===== config.mk =====
export PLATFORM = sky130hd
export DESIGN_NAME = bsp_spi_clkstop
export DESIGN_NICKNAME = d
export VERILOG_FILES = /design/src/bsp_pkg.sv /design/src/bsp_spi_clkstop.sv
export SDC_FILE = /design/constraint.sdc
export NUM_CORES = 1
export LEC_CHECK = 0
export BUFFER_PORTS_ARGS = -buffer_cell sky130_fd_sc_hd__buf_2
export CAP_MARGIN = 20
export CORE_ASPECT_RATIO = 0.7
export CORE_MARGIN = 3
export CORE_UTILIZATION = 50
export DETAILED_ROUTE_END_ITERATION = 8
export PLACE_DENSITY_LB_ADDON = 0.12
export SYNTH_ARGS = -nofsm -noshare
export SYNTH_HDL_FRONTEND = slang
export SYNTH_SLANG_ARGS = --single-unit

===== constraint.sdc =====
create_clock -name i_clk -period 2.95 [get_ports i_clk]
set_clock_uncertainty 0.05 [all_clocks]
set_input_delay 0.4425 -clock i_clk [delete_from_list [all_inputs] [get_ports i_clk]]
set_output_delay 0.4425 -clock i_clk [all_outputs]
set_load 0.1 [all_outputs]

===== src/bsp_pkg.sv =====
package bsp_pkg;
  localparam int unsigned WORD_BITS          = 8;
  localparam logic [2:0]  BIT_LAST           = 3'h7;
  localparam logic [2:0]  BIT_FIRST          = 3'h0;
  localparam logic [1:0]  CLKSTOP_NO_DELAY   = 2'h2;
  localparam logic [1:0]  CLKSTOP_HALF_DELAY = 2'h3;
  localparam logic        DIV_SRC_CPU        = 1'h1;
  localparam logic        DIV_SRC_EXT        = 1'h0;
  localparam logic [7:0]  SLAVE_DIV_VALUE    = 8'h01;
  localparam logic        DIR_OUT            = 1'h1;
  localparam logic        DIR_IN             = 1'h0;
  localparam logic        FRAME_POL_INV      = 1'h1;
  localparam logic [8:0]  PHASE_MIN          = 9'h001;

  typedef enum logic [2:0] {
    ST_IDLE = 3'b000,
    ST_LEAD = 3'b001,
    ST_HIGH = 3'b010,
    ST_LOW  = 3'b011,
    ST_TAIL = 3'b100,
    ST_HOLD = 3'b101
  } bsp_state_t;

  typedef struct packed {
    logic       master;
    logic [1:0] clock_stop_select;
    logic       transmit_clock_polarity;
    logic       divider_source_select;
    logic [7:0] divider_value;
  } bsp_cfg_t;
endpackage


===== src/bsp_spi_clkstop.sv =====
`timescale 1ns/1ps
// Summary of operation
// RULE1: slave needs cpu divider source, value one
// RULE2: divider input is cpu or external clock
// RULE3: clock period is divide value plus one; a zero divide value gives a period of two
// RULE4: high phase length from divide value parity
// RULE5: low phase length from divide value parity
// RULE6: master drives tx clock and frame pins
// RULE7: frame polarity set, master enable active low
// RULE8: slave inverts active-low enable inputs
// RULE9: enable low before first rising edge
// RULE10: mode 10b change on rise, sample fall
// RULE11: mode 11b change on fall, sample rise
// RULE12: enable lead and hold per mode
// RULE13: master floats data after last bit
// RULE14: slave drives after enable fall, releases after
// RULE15: external master supplies clock, holds enable
module bsp_spi_clkstop (
  // clock and reset
  input  wire logic              i_clk,
  input  wire logic              i_rst_n,
  // configuration
  input  wire bsp_pkg::bsp_cfg_t i_cfg,
  input  wire logic              i_ext_div_clk,
  // word interface
  input  wire logic [7:0]        i_tx_data,
  input  wire logic              i_tx_valid,
  output logic                   o_tx_ready,
  output logic [7:0]             o_rx_data,
  output logic                   o_rx_valid,
  // status
  output logic                   o_busy,
  output logic                   o_cfg_error,
  output logic                   o_tx_clock_direction,
  output logic                   o_tx_frame_direction,
  output logic                   o_rx_clock_direction,
  output logic                   o_rx_frame_direction,
  output logic                   o_tx_frame_polarity,
  output logic                   o_rx_frame_polarity,
  // serial pins
  input  wire logic              i_serial_clock_pin,
  output logic                   o_serial_clock_pin,
  output logic                   o_serial_clock_pin_oe,
  input  wire logic              i_tx_frame_pin,
  output logic                   o_tx_frame_pin,
  output logic                   o_tx_frame_pin_oe,
  input  wire logic              i_rx_frame_pin,
  input  wire logic              i_serial_in_pin,
  output logic                   o_serial_out_pin,
  output logic                   o_serial_out_pin_oe
);
  localparam logic [8:0] PHASE_MIN   = bsp_pkg::PHASE_MIN;
  localparam logic [2:0] BIT_FIRST_C = bsp_pkg::BIT_FIRST;
  bsp_pkg::bsp_state_t state_reg, state_next;
  logic [8:0] cnt_reg, cnt_next, h_len, l_len;
  logic [2:0] bit_reg, bit_next;
  logic [7:0] tx_sh_reg, tx_sh_next, rx_sh_reg, rx_sh_next, rx_data_next;
  logic       clk_int_reg, clk_int_next, sel_n_reg, sel_n_next;
  logic       dout_reg, dout_next, doe_reg, doe_next;
  logic       rx_valid_next, tx_ready_next, busy_next, err_next;
  logic       ext_prev_reg, sclk_prev_reg, txact_prev_reg, first_reg, first_next;
  logic       tick, expire, late, active, sample;
  logic       s_clk, s_rise, s_fall, tx_act, rx_act, load;

  always_comb begin
    // rounding: odd or zero splits evenly, even gives high the extra period
    if (i_cfg.divider_value[0] == 1'b0 && i_cfg.divider_value != 8'h00) begin
      // RULE4: even high length
      h_len = {2'h0, i_cfg.divider_value[7:1]} + PHASE_MIN;
      // RULE5: even low length
      l_len = {2'h0, i_cfg.divider_value[7:1]};
    end else begin
      h_len = ({1'b0, i_cfg.divider_value} + PHASE_MIN) >> 1;
      l_len = h_len;
    end
    // a zero divide value cannot be split in whole cycles, so stretch it
    if (h_len < PHASE_MIN) h_len = PHASE_MIN;
    if (l_len < PHASE_MIN) l_len = PHASE_MIN;
  end

  always_comb begin
    state_next    = state_reg;
    cnt_next      = cnt_reg;
    bit_next      = bit_reg;
    tx_sh_next    = tx_sh_reg;
    rx_sh_next    = rx_sh_reg;
    rx_data_next  = o_rx_data;
    rx_valid_next = 1'b0;
    clk_int_next  = clk_int_reg;
    sel_n_next    = sel_n_reg;
    dout_next     = dout_reg;
    doe_next      = doe_reg;
    first_next    = first_reg;
    sample        = 1'b0;
    load          = 1'b0;
    // RULE2: divider input select
    tick   = (i_cfg.divider_source_select == bsp_pkg::DIV_SRC_CPU) ? 1'b1
           : (i_ext_div_clk & ~ext_prev_reg);
    expire = tick && (cnt_reg == PHASE_MIN);
    if (tick && cnt_reg > PHASE_MIN) cnt_next = cnt_reg - PHASE_MIN;
    late   = (i_cfg.clock_stop_select == bsp_pkg::CLKSTOP_NO_DELAY);
    active = i_cfg.clock_stop_select[1];
    s_clk  = i_serial_clock_pin ^ i_cfg.transmit_clock_polarity;
    s_rise = s_clk & ~sclk_prev_reg;
    s_fall = ~s_clk & sclk_prev_reg;
    // RULE8: active-low enables inverted
    tx_act = ~i_tx_frame_pin;
    rx_act = ~i_rx_frame_pin;
    if (i_cfg.master) begin
      unique case (state_reg)
        bsp_pkg::ST_IDLE: begin
          if (active && i_tx_valid) begin
            load       = 1'b1;
            bit_next   = BIT_FIRST_C;
            // RULE9: enable asserted ahead of clock
            sel_n_next = 1'b0;
            // RULE12: lead is low phase or full period
            cnt_next   = late ? l_len : (l_len + h_len);
            state_next = bsp_pkg::ST_LEAD;
            tx_sh_next = i_tx_data;
            if (!late) begin
              // RULE11: first bit out before first rise
              dout_next  = i_tx_data[7];
              doe_next   = 1'b1;
              tx_sh_next = {i_tx_data[6:0], 1'b0};
            end
          end
        end
        bsp_pkg::ST_LEAD, bsp_pkg::ST_LOW: begin
          if (expire) begin
            clk_int_next = 1'b1;
            // RULE3: period is high plus low
            cnt_next     = h_len;
            state_next   = bsp_pkg::ST_HIGH;
            if (late) begin
              // RULE10: change after rising edge
              dout_next  = tx_sh_reg[7];
              doe_next   = 1'b1;
              tx_sh_next = {tx_sh_reg[6:0], 1'b0};
            end else begin
              // RULE11: sample on rising edge
              sample = 1'b1;
            end
          end
        end
        bsp_pkg::ST_HIGH: begin
          if (expire) begin
            clk_int_next = 1'b0;
            bit_next     = bit_reg + 3'h1;
            cnt_next     = l_len;
            // RULE10: sample on falling edge
            sample       = late;
            if (bit_reg == bsp_pkg::BIT_LAST) begin
              state_next = bsp_pkg::ST_TAIL;
              // RULE13: float at last fall in 11b
              if (!late) doe_next = 1'b0;
            end else begin
              state_next = bsp_pkg::ST_LOW;
              if (!late) begin
                // RULE11: change after falling edge
                dout_next  = tx_sh_reg[7];
                tx_sh_next = {tx_sh_reg[6:0], 1'b0};
              end
            end
          end
        end
        bsp_pkg::ST_TAIL: begin
          if (expire) begin
            // RULE13: float one low phase after in 10b
            doe_next = 1'b0;
            if (late) begin
              // RULE12: 10b holds a full period
              cnt_next   = h_len;
              state_next = bsp_pkg::ST_HOLD;
            end else begin
              sel_n_next = 1'b1;
              state_next = bsp_pkg::ST_IDLE;
            end
          end
        end
        bsp_pkg::ST_HOLD: begin
          if (expire) begin
            sel_n_next = 1'b1;
            state_next = bsp_pkg::ST_IDLE;
          end
        end
        default: state_next = bsp_pkg::ST_IDLE;
      endcase
    end else begin
      state_next   = bsp_pkg::ST_IDLE;
      sel_n_next   = 1'b1;
      clk_int_next = 1'b0;
      load         = i_tx_valid && o_tx_ready;
      if (load) tx_sh_next = i_tx_data;
      if (active && tx_act && !txact_prev_reg) begin
        // RULE14: first bit after enable falls
        dout_next  = tx_sh_reg[7];
        doe_next   = 1'b1;
        tx_sh_next = {tx_sh_reg[6:0], 1'b0};
        first_next = late;
        bit_next   = BIT_FIRST_C;
      end else if (!tx_act) begin
        // RULE14: release after enable rises
        doe_next = 1'b0;
      end else if (doe_reg && (late ? s_rise : s_fall)) begin
        // 10b keeps the first bit across the first rise
        first_next = 1'b0;
        if (!first_reg) begin
          dout_next  = tx_sh_reg[7];
          tx_sh_next = {tx_sh_reg[6:0], 1'b0};
        end
      end
      // RULE15: relies on master clock within enable
      if (active && rx_act && (late ? s_fall : s_rise)) begin
        sample   = 1'b1;
        bit_next = bit_reg + 3'h1;
      end
    end
    if (sample) begin
      rx_sh_next = {rx_sh_reg[6:0], i_serial_in_pin};
      if (bit_reg == bsp_pkg::BIT_LAST) begin
        rx_data_next  = rx_sh_next;
        rx_valid_next = 1'b1;
      end
    end
    tx_ready_next = i_cfg.master ? (active && state_next == bsp_pkg::ST_IDLE && !load)
                                 : (!tx_act && !load);
    busy_next     = i_cfg.master ? (state_next != bsp_pkg::ST_IDLE) : tx_act;
    // RULE1: slave divider setting checked
    err_next      = !i_cfg.master
                 && (i_cfg.divider_source_select != bsp_pkg::DIV_SRC_CPU
                  || i_cfg.divider_value != bsp_pkg::SLAVE_DIV_VALUE);
  end

  always_ff @(posedge i_clk or negedge i_rst_n) begin
    if (!i_rst_n) begin
      state_reg             <= bsp_pkg::ST_IDLE;
      cnt_reg               <= PHASE_MIN;
      bit_reg               <= BIT_FIRST_C;
      tx_sh_reg             <= 8'h00;
      rx_sh_reg             <= 8'h00;
      o_rx_data             <= 8'h00;
      o_rx_valid            <= 1'b0;
      o_tx_ready            <= 1'b0;
      o_busy                <= 1'b0;
      o_cfg_error           <= 1'b0;
      clk_int_reg           <= 1'b0;
      sel_n_reg             <= 1'b1;
      dout_reg              <= 1'b0;
      doe_reg               <= 1'b0;
      first_reg             <= 1'b0;
      ext_prev_reg          <= 1'b0;
      sclk_prev_reg         <= 1'b0;
      txact_prev_reg        <= 1'b0;
      o_serial_clock_pin    <= 1'b0;
      o_serial_clock_pin_oe <= 1'b0;
      o_tx_frame_pin        <= 1'b1;
      o_tx_frame_pin_oe     <= 1'b0;
      o_serial_out_pin      <= 1'b0;
      o_serial_out_pin_oe   <= 1'b0;
      o_tx_clock_direction  <= bsp_pkg::DIR_IN;
      o_tx_frame_direction  <= bsp_pkg::DIR_IN;
      o_rx_clock_direction  <= bsp_pkg::DIR_IN;
      o_rx_frame_direction  <= bsp_pkg::DIR_IN;
      o_tx_frame_polarity   <= bsp_pkg::FRAME_POL_INV;
      o_rx_frame_polarity   <= bsp_pkg::FRAME_POL_INV;
    end else begin
      state_reg             <= state_next;
      cnt_reg               <= cnt_next;
      bit_reg               <= bit_next;
      tx_sh_reg             <= tx_sh_next;
      rx_sh_reg             <= rx_sh_next;
      o_rx_data             <= rx_data_next;
      o_rx_valid            <= rx_valid_next;
      o_tx_ready            <= tx_ready_next;
      o_busy                <= busy_next;
      o_cfg_error           <= err_next;
      clk_int_reg           <= clk_int_next;
      sel_n_reg             <= sel_n_next;
      dout_reg              <= dout_next;
      doe_reg               <= doe_next;
      first_reg             <= first_next;
      ext_prev_reg          <= i_ext_div_clk;
      sclk_prev_reg         <= s_clk;
      txact_prev_reg        <= tx_act;
      o_serial_clock_pin    <= clk_int_next ^ i_cfg.transmit_clock_polarity;
      // RULE6: master owns tx clock and frame
      o_serial_clock_pin_oe <= i_cfg.master;
      o_tx_frame_pin_oe     <= i_cfg.master;
      // RULE7: enable driven active low
      o_tx_frame_pin        <= sel_n_next;
      o_serial_out_pin      <= dout_next;
      o_serial_out_pin_oe   <= doe_next;
      o_tx_clock_direction  <= i_cfg.master ? bsp_pkg::DIR_OUT : bsp_pkg::DIR_IN;
      o_tx_frame_direction  <= i_cfg.master ? bsp_pkg::DIR_OUT : bsp_pkg::DIR_IN;
      o_rx_clock_direction  <= bsp_pkg::DIR_IN;
      o_rx_frame_direction  <= bsp_pkg::DIR_IN;
      o_tx_frame_polarity   <= bsp_pkg::FRAME_POL_INV;
      o_rx_frame_polarity   <= bsp_pkg::FRAME_POL_INV;
    end
  end

  // phase length helper, read only by assertions
  logic [8:0] ph_reg;
  always_ff @(posedge i_clk or negedge i_rst_n) begin
    if (!i_rst_n) ph_reg <= 9'h000;
    else ph_reg <= (clk_int_next != clk_int_reg) ? 9'h000 : ph_reg + 9'h001;
  end

  a_slave_cfg_flag: assert property (@(posedge i_clk) disable iff (!i_rst_n) // RULE1
    (!i_cfg.master && i_cfg.divider_value != bsp_pkg::SLAVE_DIV_VALUE) |=> o_cfg_error)
    else $error("slave divider setting not flagged");
  a_ext_tick_src: assert property (@(posedge i_clk) disable iff (!i_rst_n) // RULE2
    (i_cfg.divider_source_select == bsp_pkg::DIV_SRC_EXT && ext_prev_reg) |-> !tick)
    else $error("divider ticked without external edge");
  a_period_sum: assert property (@(posedge i_clk) disable iff (!i_rst_n) // RULE3
    (i_cfg.divider_value != 8'h00) |-> (h_len + l_len == {1'b0, i_cfg.divider_value} + 9'h001))
    else $error("clock period differs from divide value plus one");
  a_high_phase: assert property (@(posedge i_clk) disable iff (!i_rst_n) // RULE4
    (i_cfg.master && i_cfg.divider_source_select && state_reg == bsp_pkg::ST_HIGH && expire)
    |-> ph_reg == h_len - 9'h001)
    else $error("high phase length wrong");
  a_low_phase: assert property (@(posedge i_clk) disable iff (!i_rst_n) // RULE5
    (i_cfg.master && i_cfg.divider_source_select && state_reg == bsp_pkg::ST_LOW && expire)
    |-> ph_reg == l_len - 9'h001)
    else $error("low phase length wrong");
  a_master_pins: assert property (@(posedge i_clk) disable iff (!i_rst_n) // RULE6
    (i_cfg.master && $past(i_rst_n)) |=> (o_serial_clock_pin_oe && o_tx_frame_pin_oe && !o_rx_frame_direction))
    else $error("master pin directions wrong");
  a_enable_lead: assert property (@(posedge i_clk) disable iff (!i_rst_n) // RULE9
    (i_cfg.master && $rose(clk_int_reg)) |-> !o_tx_frame_pin)
    else $error("clock rose without enable");
  a_float_early: assert property (@(posedge i_clk) disable iff (!i_rst_n) // RULE13
    (i_cfg.master && !late && state_reg == bsp_pkg::ST_HIGH && expire && bit_reg == bsp_pkg::BIT_LAST)
    |=> (!o_serial_out_pin_oe && !o_tx_frame_pin))
    else $error("data not floated at last fall");
  a_slave_release: assert property (@(posedge i_clk) disable iff (!i_rst_n) // RULE14
    (!i_cfg.master && i_tx_frame_pin) |=> !o_serial_out_pin_oe)
    else $error("slave kept driving after enable high");
endmodule


==> results_dict.tcl, run 1 <==
set metrics [dict create \
    status "finished with violations" \
    violations "setup timing" \
    cp_data_arrival_time_ps 3060 \
    async_flop_share_pct 100 \
    drc 0 \
    r2r-end "o_rx_data[0]$_DFFE_PN0P_" \
    critPathMaxFanout 5 \
    tns_ps -1.06 \
    core_area_um2 7970 \
    grt_overflow 0 \
    initial_utilization_pct 52.1 \
    critPathLaunchType "input port" \
    design_area_um2 5150 \
    largest_register_ffs 9 \
    final_max_slew_viol_count 0 \
    drt_iter0_drc 587 \
    grt_usage_pct 24.6 \
    layout-drive-gt1-share_pct 31.3 \
    synth_edf_count 0 \
    clock_sinks 52 \
    r2r_slack_ps 180 \
    rows 27 \
    die_w_um 115 \
    cts-root-buf "clkbuf_16" \
    die_y_um 82.3 \
    syn_area_per_cell_um2 8.78 \
    htreeDepth 2 \
    whs_path_depth 1 \
    synth_cells 473 \
    cts_buffers 5 \
    ys_ff_latch 52 \
    grt_setup_unrepaired "true" \
    yosys_warnings 0 \
    finalSetupViolations 1 \
    min_path_type "in -> reg" \
    p_leak_nw 2.39 \
    period_minus_slack_ps 2950 \
    nNetsFinal 596 \
    grt_max_degree 45 \
    p_per_area_nw_per_um2 581 \
    routed-via-count 3951 \
    reg2reg_from "cnt_reg[0]$_DFF_PN1_" \
    slew_headroom_pct 32.3 \
    vias_per_cell 6.07 \
    path_class "in -> reg" \
    dpl.hpwl_mm 8.57 \
    postLayoutSetupSlackWorst_ps -1.06 \
    fmax_mhz 339 \
    cp-end-kind "flip-flop" \
    synth_seq_area_share_pct 31.4 \
    ys.flop_type "dfrtp_1" \
    finalWirelength_mm 11.6 \
    syn_to_final_growth_pct 23.9 \
    gp_congestion 0.961 \
    grt_first_pass_wirelength_mm 18.4 \
    peakVddDrop_mv 0.495 \
    cp.required_ps 3060 \
    cts_tree "done" \
    worstHoldEndpoint "ext_prev_reg$_DFF_PN0_" \
    synth.cell_area_um2 4150 \
    cts.clk_slew.worst_paths_ps 70 \
    dr.pass1.iters 6 \
    tightest_slew_ps 1010 \
    min_from "i_ext_div_clk" \
    clock_path_buffers 2 \
    maxCapViolCount 0 \
    numPortBuffers 48 \
    hold_viol_final 0 \
    antenna_left 0 \
    grt_pass1_vias 3600 \
    io_pins 53 \
    antenna_found_initial 0 \
    clock_latency_ps 290 \
    place_area_um2 4770 \
    post-route-period-util_pct 100 \
    dieArea_um2 9450 \
    n_antenna_cell 0 \
    wire_per_inst_um 17.8 \
    synth.distinct_cells 72 \
    reg2reg_depth 6 \
]
==> cells by family (layout without fill, tap and decap cells) <==
group	count (synthesis)	count (layout)	synth area share [%]
xor+xnor	21	21	4.43
flops	52	52	31.4
compound gates	127	127	23.0
fa+ha+maj	18	18	5.60
simple gates	154	154	18.0
buf+inv	60	135	6.54
other cells	2	4	0.181
mux	39	39	10.9
==> worst max-delay path, stage by stage <==
cell and delay [ps]:
buf_8 120, inv_2 60, ha_4 150, a31oi_1 170, mux2_2 360, a41o_1 250, ha_4 180, fa_2 350
a21o_1 210, a21oi_4 180, xnor2_1 90, a222oi_1 370, o22ai_1 120
==> per-layer routing <==
| metal | up-vias | global-route usage, % | routed length [µm] |
|---|---|---|---|
| li1 | 1886 | - | - |
| met5 | - | 0 | 0 |
| met4 | 0 | 5.04 | 111 |
| met1 | 1849 | 37.1 | 5520 |
| met3 | 14 | 8.08 | 1230 |
| met2 | 202 | 34.1 | 4750 |
==> cell usage after synthesis (3+ instances only) <==
| cell type | instances | area, µm² |
|---|---|---|
| a31oi_1 | 7 | 43.8 |
| dfrtp_1 | 50 | 1250 |
| buf_2 | 3 | 15.0 |
| ha_1 | 17 | 213 |
| buf_4 | 9 | 67.6 |
| o21ai_0 | 12 | 60.1 |
| nor3_1 | 13 | 65.1 |
| xnor2_1 | 13 | 114 |
| clkbuf_1 | 18 | 67.6 |
| a211oi_1 | 5 | 37.5 |
| nand2b_1 | 5 | 31.3 |
| a311oi_1 | 3 | 26.3 |
| o21a_1 | 4 | 30.0 |
| nor4_1 | 3 | 18.8 |
| mux2_2 | 19 | 214 |
| xor2_1 | 8 | 70.1 |
| mux2i_1 | 12 | 120 |
| mux2_4 | 8 | 120 |
| o2111ai_1 | 10 | 87.6 |
| or2_2 | 3 | 18.8 |
| and3_1 | 5 | 31.3 |
| and2_1 | 3 | 18.8 |
| nand2_1 | 45 | 169 |
| inv_1 | 25 | 93.8 |
| o211ai_1 | 10 | 75.1 |
| a21o_1 | 4 | 30.0 |
| o22ai_1 | 7 | 43.8 |
| nor2b_1 | 6 | 37.5 |
| a222oi_1 | 4 | 40.0 |
| a21oi_1 | 27 | 135 |
| nand4_1 | 8 | 50.1 |
| nand3_1 | 18 | 90.1 |
| nor2_1 | 36 | 135 |
==> report_power, final <==
group          switching [mW]  leakage, nW  internal, mW
Clock                   0.262       0.0815         0.404
Sequential              0.152        0.666         0.862
Combinational           0.790         1.65         0.521
Total                    1.20         2.39          1.79
==> through the flow <==
| step | total power, mW | setup slack, ps | util, % | cells | hold slack [ps] |
|---|---|---|---|---|---|
| 2_1_floorplan | 1.94 | -90.1 | - | 475 | 96.9 |
| 3_3_place_gp | 2.23 | -339 | 59.8 | 639 | 260 |
| 3_5_place_dp | 2.26 | -474 | 59.8 | 639 | 256 |
| 4_1_cts | 2.96 | 2.50 | 63.2 | 650 | 211 |
| 5_1_grt | 3.18 | -85.8 | 64.5 | 651 | 203 |
| 6_report | 2.99 | -1.06 | 64.5 | 651 | 217 |
==> repair_timing <==
item / CTS / global route
buffers inserted: 2 / 1
hold buffers: 1 / 0
pin swaps: 11 / 15
endpoints found under the setup margin: 8 / 7
gates resized for setup: 18 / 21
hold endpoints to repair: 7 / 0
cloned: 0 / 0
==> area by class of cell <==
class / instances / area (µm²)
clock buffers: 6 / 129
clock inverters: 2 / 38.8
inverters: 26 / 103
multi-input cells: 363 / 2760
fillers: 653 / 2830
repair buffers: 101 / 682
well taps: 101 / 126
flip-flops and latches: 52 / 1300
==> layout by cell type (no fill, tap or decap), types with 4 or more instances in the layout <==
cell and instances:
mux2_2 19, a211oi_1 4, nor2b_1 6, nand2_1 43, o22ai_1 7, ha_4 5
a21oi_1 24, nand4_1 8, inv_1 23, o21a_1 4, clkbuf_16 5, a21o_1 4
a31oi_1 7, nand3_1 18, xor2_1 8, xnor2_1 11, nand2b_1 5, nor2_1 34
mux2i_1 11, nor3_1 11, and3_1 5, buf_4 51, conb_1 4, o211ai_1 10
a222oi_1 4, o21ai_0 10, ha_1 12, dfrtp_1 50, o2111ai_1 10, buf_2 44
mux2_4 8
==> worst max path at each step <==
stage	cells past startpoint	slack (ps)	end	startpoint
6_report	13	-1	cnt_reg[4]$_DFF_PN0_	i_cfg[1]
5_1_grt	14	-90	cnt_reg[8]$_DFF_PN0_	i_cfg[3]
4_1_cts	12	3	cnt_reg[4]$_DFF_PN0_	i_cfg[7]
3_5_place_dp	14	-470	cnt_reg[6]$_DFF_PN0_	i_cfg[0]
3_3_place_gp	14	-340	cnt_reg[8]$_DFF_PN0_	i_cfg[0]
2_1_floorplan	14	-90	cnt_reg[8]$_DFF_PN0_	i_cfg[0]
Power figures use the tool's default switching activity.
==> run 2: changes to the inputs <==
- ABC_AREA: not set -> 1
- CAP_MARGIN: 20 -> not set
==> results_dict.tcl, run 2 <==
set metrics [dict create \
    largest_register_ffs 9 \
    drt_iter0_drc 359 \
    ys_ff_latch 52 \
    synth.top_cells.by_area "dfrtp_1 (28%), nand2_1 (15%), inv_1 (6.8%)" \
    peakVddDrop_mv 0.298 \
    htreeDepth 2 \
    final_max_slew_viol_count 0 \
    grt_setup_unrepaired "true" \
    antenna_found_initial 0 \
    cts.clk_slew.worst_paths_ps 70 \
    initial_utilization_pct 52.0 \
    r2r_slack_ps 660 \
    cts_tree "done" \
    use_met3_pct 3.70 \
    synth_seq_area_share_pct 29.5 \
    reg2reg_depth 12 \
    synth-simple-area-share_pct 30.4 \
    critPathMaxFanout 6 \
    grt_max_degree 53 \
    slew_headroom_pct 55.0 \
    met1_usage_pct 36.7 \
    io_pins 53 \
    switching_power_mw 1.17 \
    sw_frac_of_total_pct 42.4 \
    layout_commonest_cell "nand2_1" \
    die_w_um 118 \
    clock_path_buffers 2 \
    path_class "in -> reg" \
    antenna_left 0 \
    ys.flop_type "dfrtp_1" \
    cp.required_ps 3080 \
    n_antenna_cell 0 \
    dpl.hpwl_mm 9.03 \
    combPwrFrac_pct 43.0 \
    gp_congestion 0.949 \
    syn_to_final_growth_pct 21.0 \
    p_clk_share_pct 21.9 \
    nNetsFinal 774 \
    dr.pass1.iters 5 \
    critPathLaunchType "input port" \
    die_y_um 84.7 \
    fmax_mhz 352 \
    tightest_slew_ps 675 \
    cts-root-buf "clkbuf_16" \
    synth_fa_ha_area_share_pct 5.26 \
    reg2reg_from "cnt_reg[1]$_DFF_PN0_" \
    rows 28 \
    yosys_warnings 0 \
    synth_top_family_by_area "simple AND/OR/NAND/NOR gates" \
    hold_viol_final 0 \
    clock_sinks 52 \
    final_cell_mix "nand2_1 (168), inv_1 (75), dfrtp_1 (50), buf_4 (50), buf_2 (44)" \
    synth_xor_area_share_pct 3.56 \
    synth_top_area_cell "dfrtp_1" \
    tns_ps 0 \
    grt_overflow 0 \
    core_area_um2 8510 \
    synth_compound_area_share_pct 19.0 \
    period_minus_slack_ps 2840 \
    cp_data_arrival_time_ps 2970 \
    synthMostInstantiatedCell "nand2_1" \
    synth_top_area_share_pct 28.3 \
    synth.distinct_cells 50 \
    r2r-end "o_rx_data[4]$_DFFE_PN0P_" \
    dieArea_um2 10000 \
    power_frac_seq_pct 35.1 \
    numPortBuffers 48 \
    layoutNonFillerInstCount 848 \
    grt-busiest-layer "met1" \
    power.internal_mw 1.59 \
    min_path_type "in -> async" \
    use_met2_pct 32.8 \
    vias_per_cell 5.28 \
    grt_pass1_vias 3851 \
    synth_cells 645 \
    drc 0 \
    place_area_um2 5030 \
    cp-end-kind "flip-flop" \
    grt_usage_pct 22.8 \
    async_flop_share_pct 100 \
    cts_buffers 5 \
    grt_first_pass_wirelength_mm 18.9 \
    finalWirelength_mm 11.8 \
    dp.cells 836 \
    status "finished clean" \
    clock_latency_ps 290 \
    wire_per_inst_um 14.0 \
    layout-drive-gt1-share_pct 26.5 \
    hold_buffers 0 \
    syn_area_per_cell_um2 6.86 \
    total_power_mw 2.76 \
    synth_top_cells_by_count "nand2_1 (174), inv_1 (80), dfrtp_1 (50)" \
    p_per_area_nw_per_um2 515 \
    post-route-period-util_pct 96.4 \
    synth.cell_area_um2 4420 \
    maxCapViolCount 0 \
    design_area_um2 5350 \
    synth_mux_area_share_pct 0.255 \
    routed-via-count 4474 \
    p_leak_nw 2.84 \
    finalSetupViolations 0 \
    synth_edf_count 0 \
]
## run 2: worst max-delay path, stage by stage
cell and delay [ps]:
buf_12 110, clkinv_8 50, ha_4 150, nand2_4 80, inv_1 50, nand2_2 140, nand3_1 120, nand2_2 90
inv_2 50, nand2_2 50, nor2_1 40, nand2_1 60, nand2_2 70, ha_4 170, fa_2 400, nand3_2 80
nand2_1 60, nand2_1 90, nand2_1 70, a21oi_2 160, xor2_1 160, nand2_1 60, nand2_1 60, nand2_1 40
nand2_1 60, nand2_1 50
## run 2: final cells by class
type                       count  area [µm²]
timing repair buffer          97         647
tap                          120         150
clock inverter                 3        27.5
clock buffer                   5         125
sequential                    52        1300
multi-input combinational    477        2730
fill                         794        3160
inverter                      94         370
## run 2: metrics by stage
| stage | hold slack, ps | worst slack, ps | utilization [%] |
|---|---|---|---|
| after detailed placement | 407 | -233 | 59.1 |
| after global placement | 404 | -166 | 59.1 |
| after floorplan | 96.9 | 22.8 | - |
| after CTS | 215 | 67.2 | 60.9 |
| after global routing | 209 | -94.9 | 62.9 |
| final | 201 | 106 | 62.9 |
## run 2: logic make-up (layout without fill, tap and decap cells)
| family | after synthesis | count (layout) |
|---|---|---|
| compound gates | 135 | 136 |
| xor+xnor | 18 | 18 |
| fa+ha+maj | 18 | 18 |
| buf+inv | 119 | 199 |
| flops | 52 | 52 |
| mux | 1 | 1 |
| other cells | 2 | 4 |
| simple gates | 300 | 300 |
## run 2: how the worst max path moves through the flow
stage	from	endpoint	slack (ps)	cells after the start
after floorplan	i_cfg[0]	cnt_reg[6]$_DFF_PN0_	20	25
after global placement	i_cfg[1]	cnt_reg[6]$_DFF_PN0_	-170	25
after detailed placement	i_cfg[1]	cnt_reg[6]$_DFF_PN0_	-230	25
after CTS	i_cfg[1]	cnt_reg[6]$_DFF_PN0_	70	25
after global routing	i_cfg[1]	cnt_reg[6]$_DFF_PN0_	-90	26
final	i_cfg[1]	cnt_reg[6]$_DFF_PN0_	110	26
## run 2: routing by layer
layer  wire [µm]  share of wire (%)  vias up
met1        6040                 51     2079
li1            -                  -     2242
met2        4910                 41      149
met5           0                  0        -
met3         858                7.2        4
met4          31               0.26        0
## run 2: repair_timing
item                                    in CTS  in global routing
hold endpoints to repair                     0                  0
endpoints found under the setup margin       0                  5
buffers inserted                             0                  3
resized for setup                            0                 47
## run 2: power by group through the flow
stage / registers [mW] / logic [mW] / clock network [mW]
global placement: 0.974 / 1.12 / 0
floorplan: 1.07 / 0.758 / 0
CTS: 0.965 / 1.15 / 0.616
global route: 0.982 / 1.32 / 0.648
finish: 0.968 / 1.18 / 0.604
detailed placement: 0.978 / 1.14 / 0
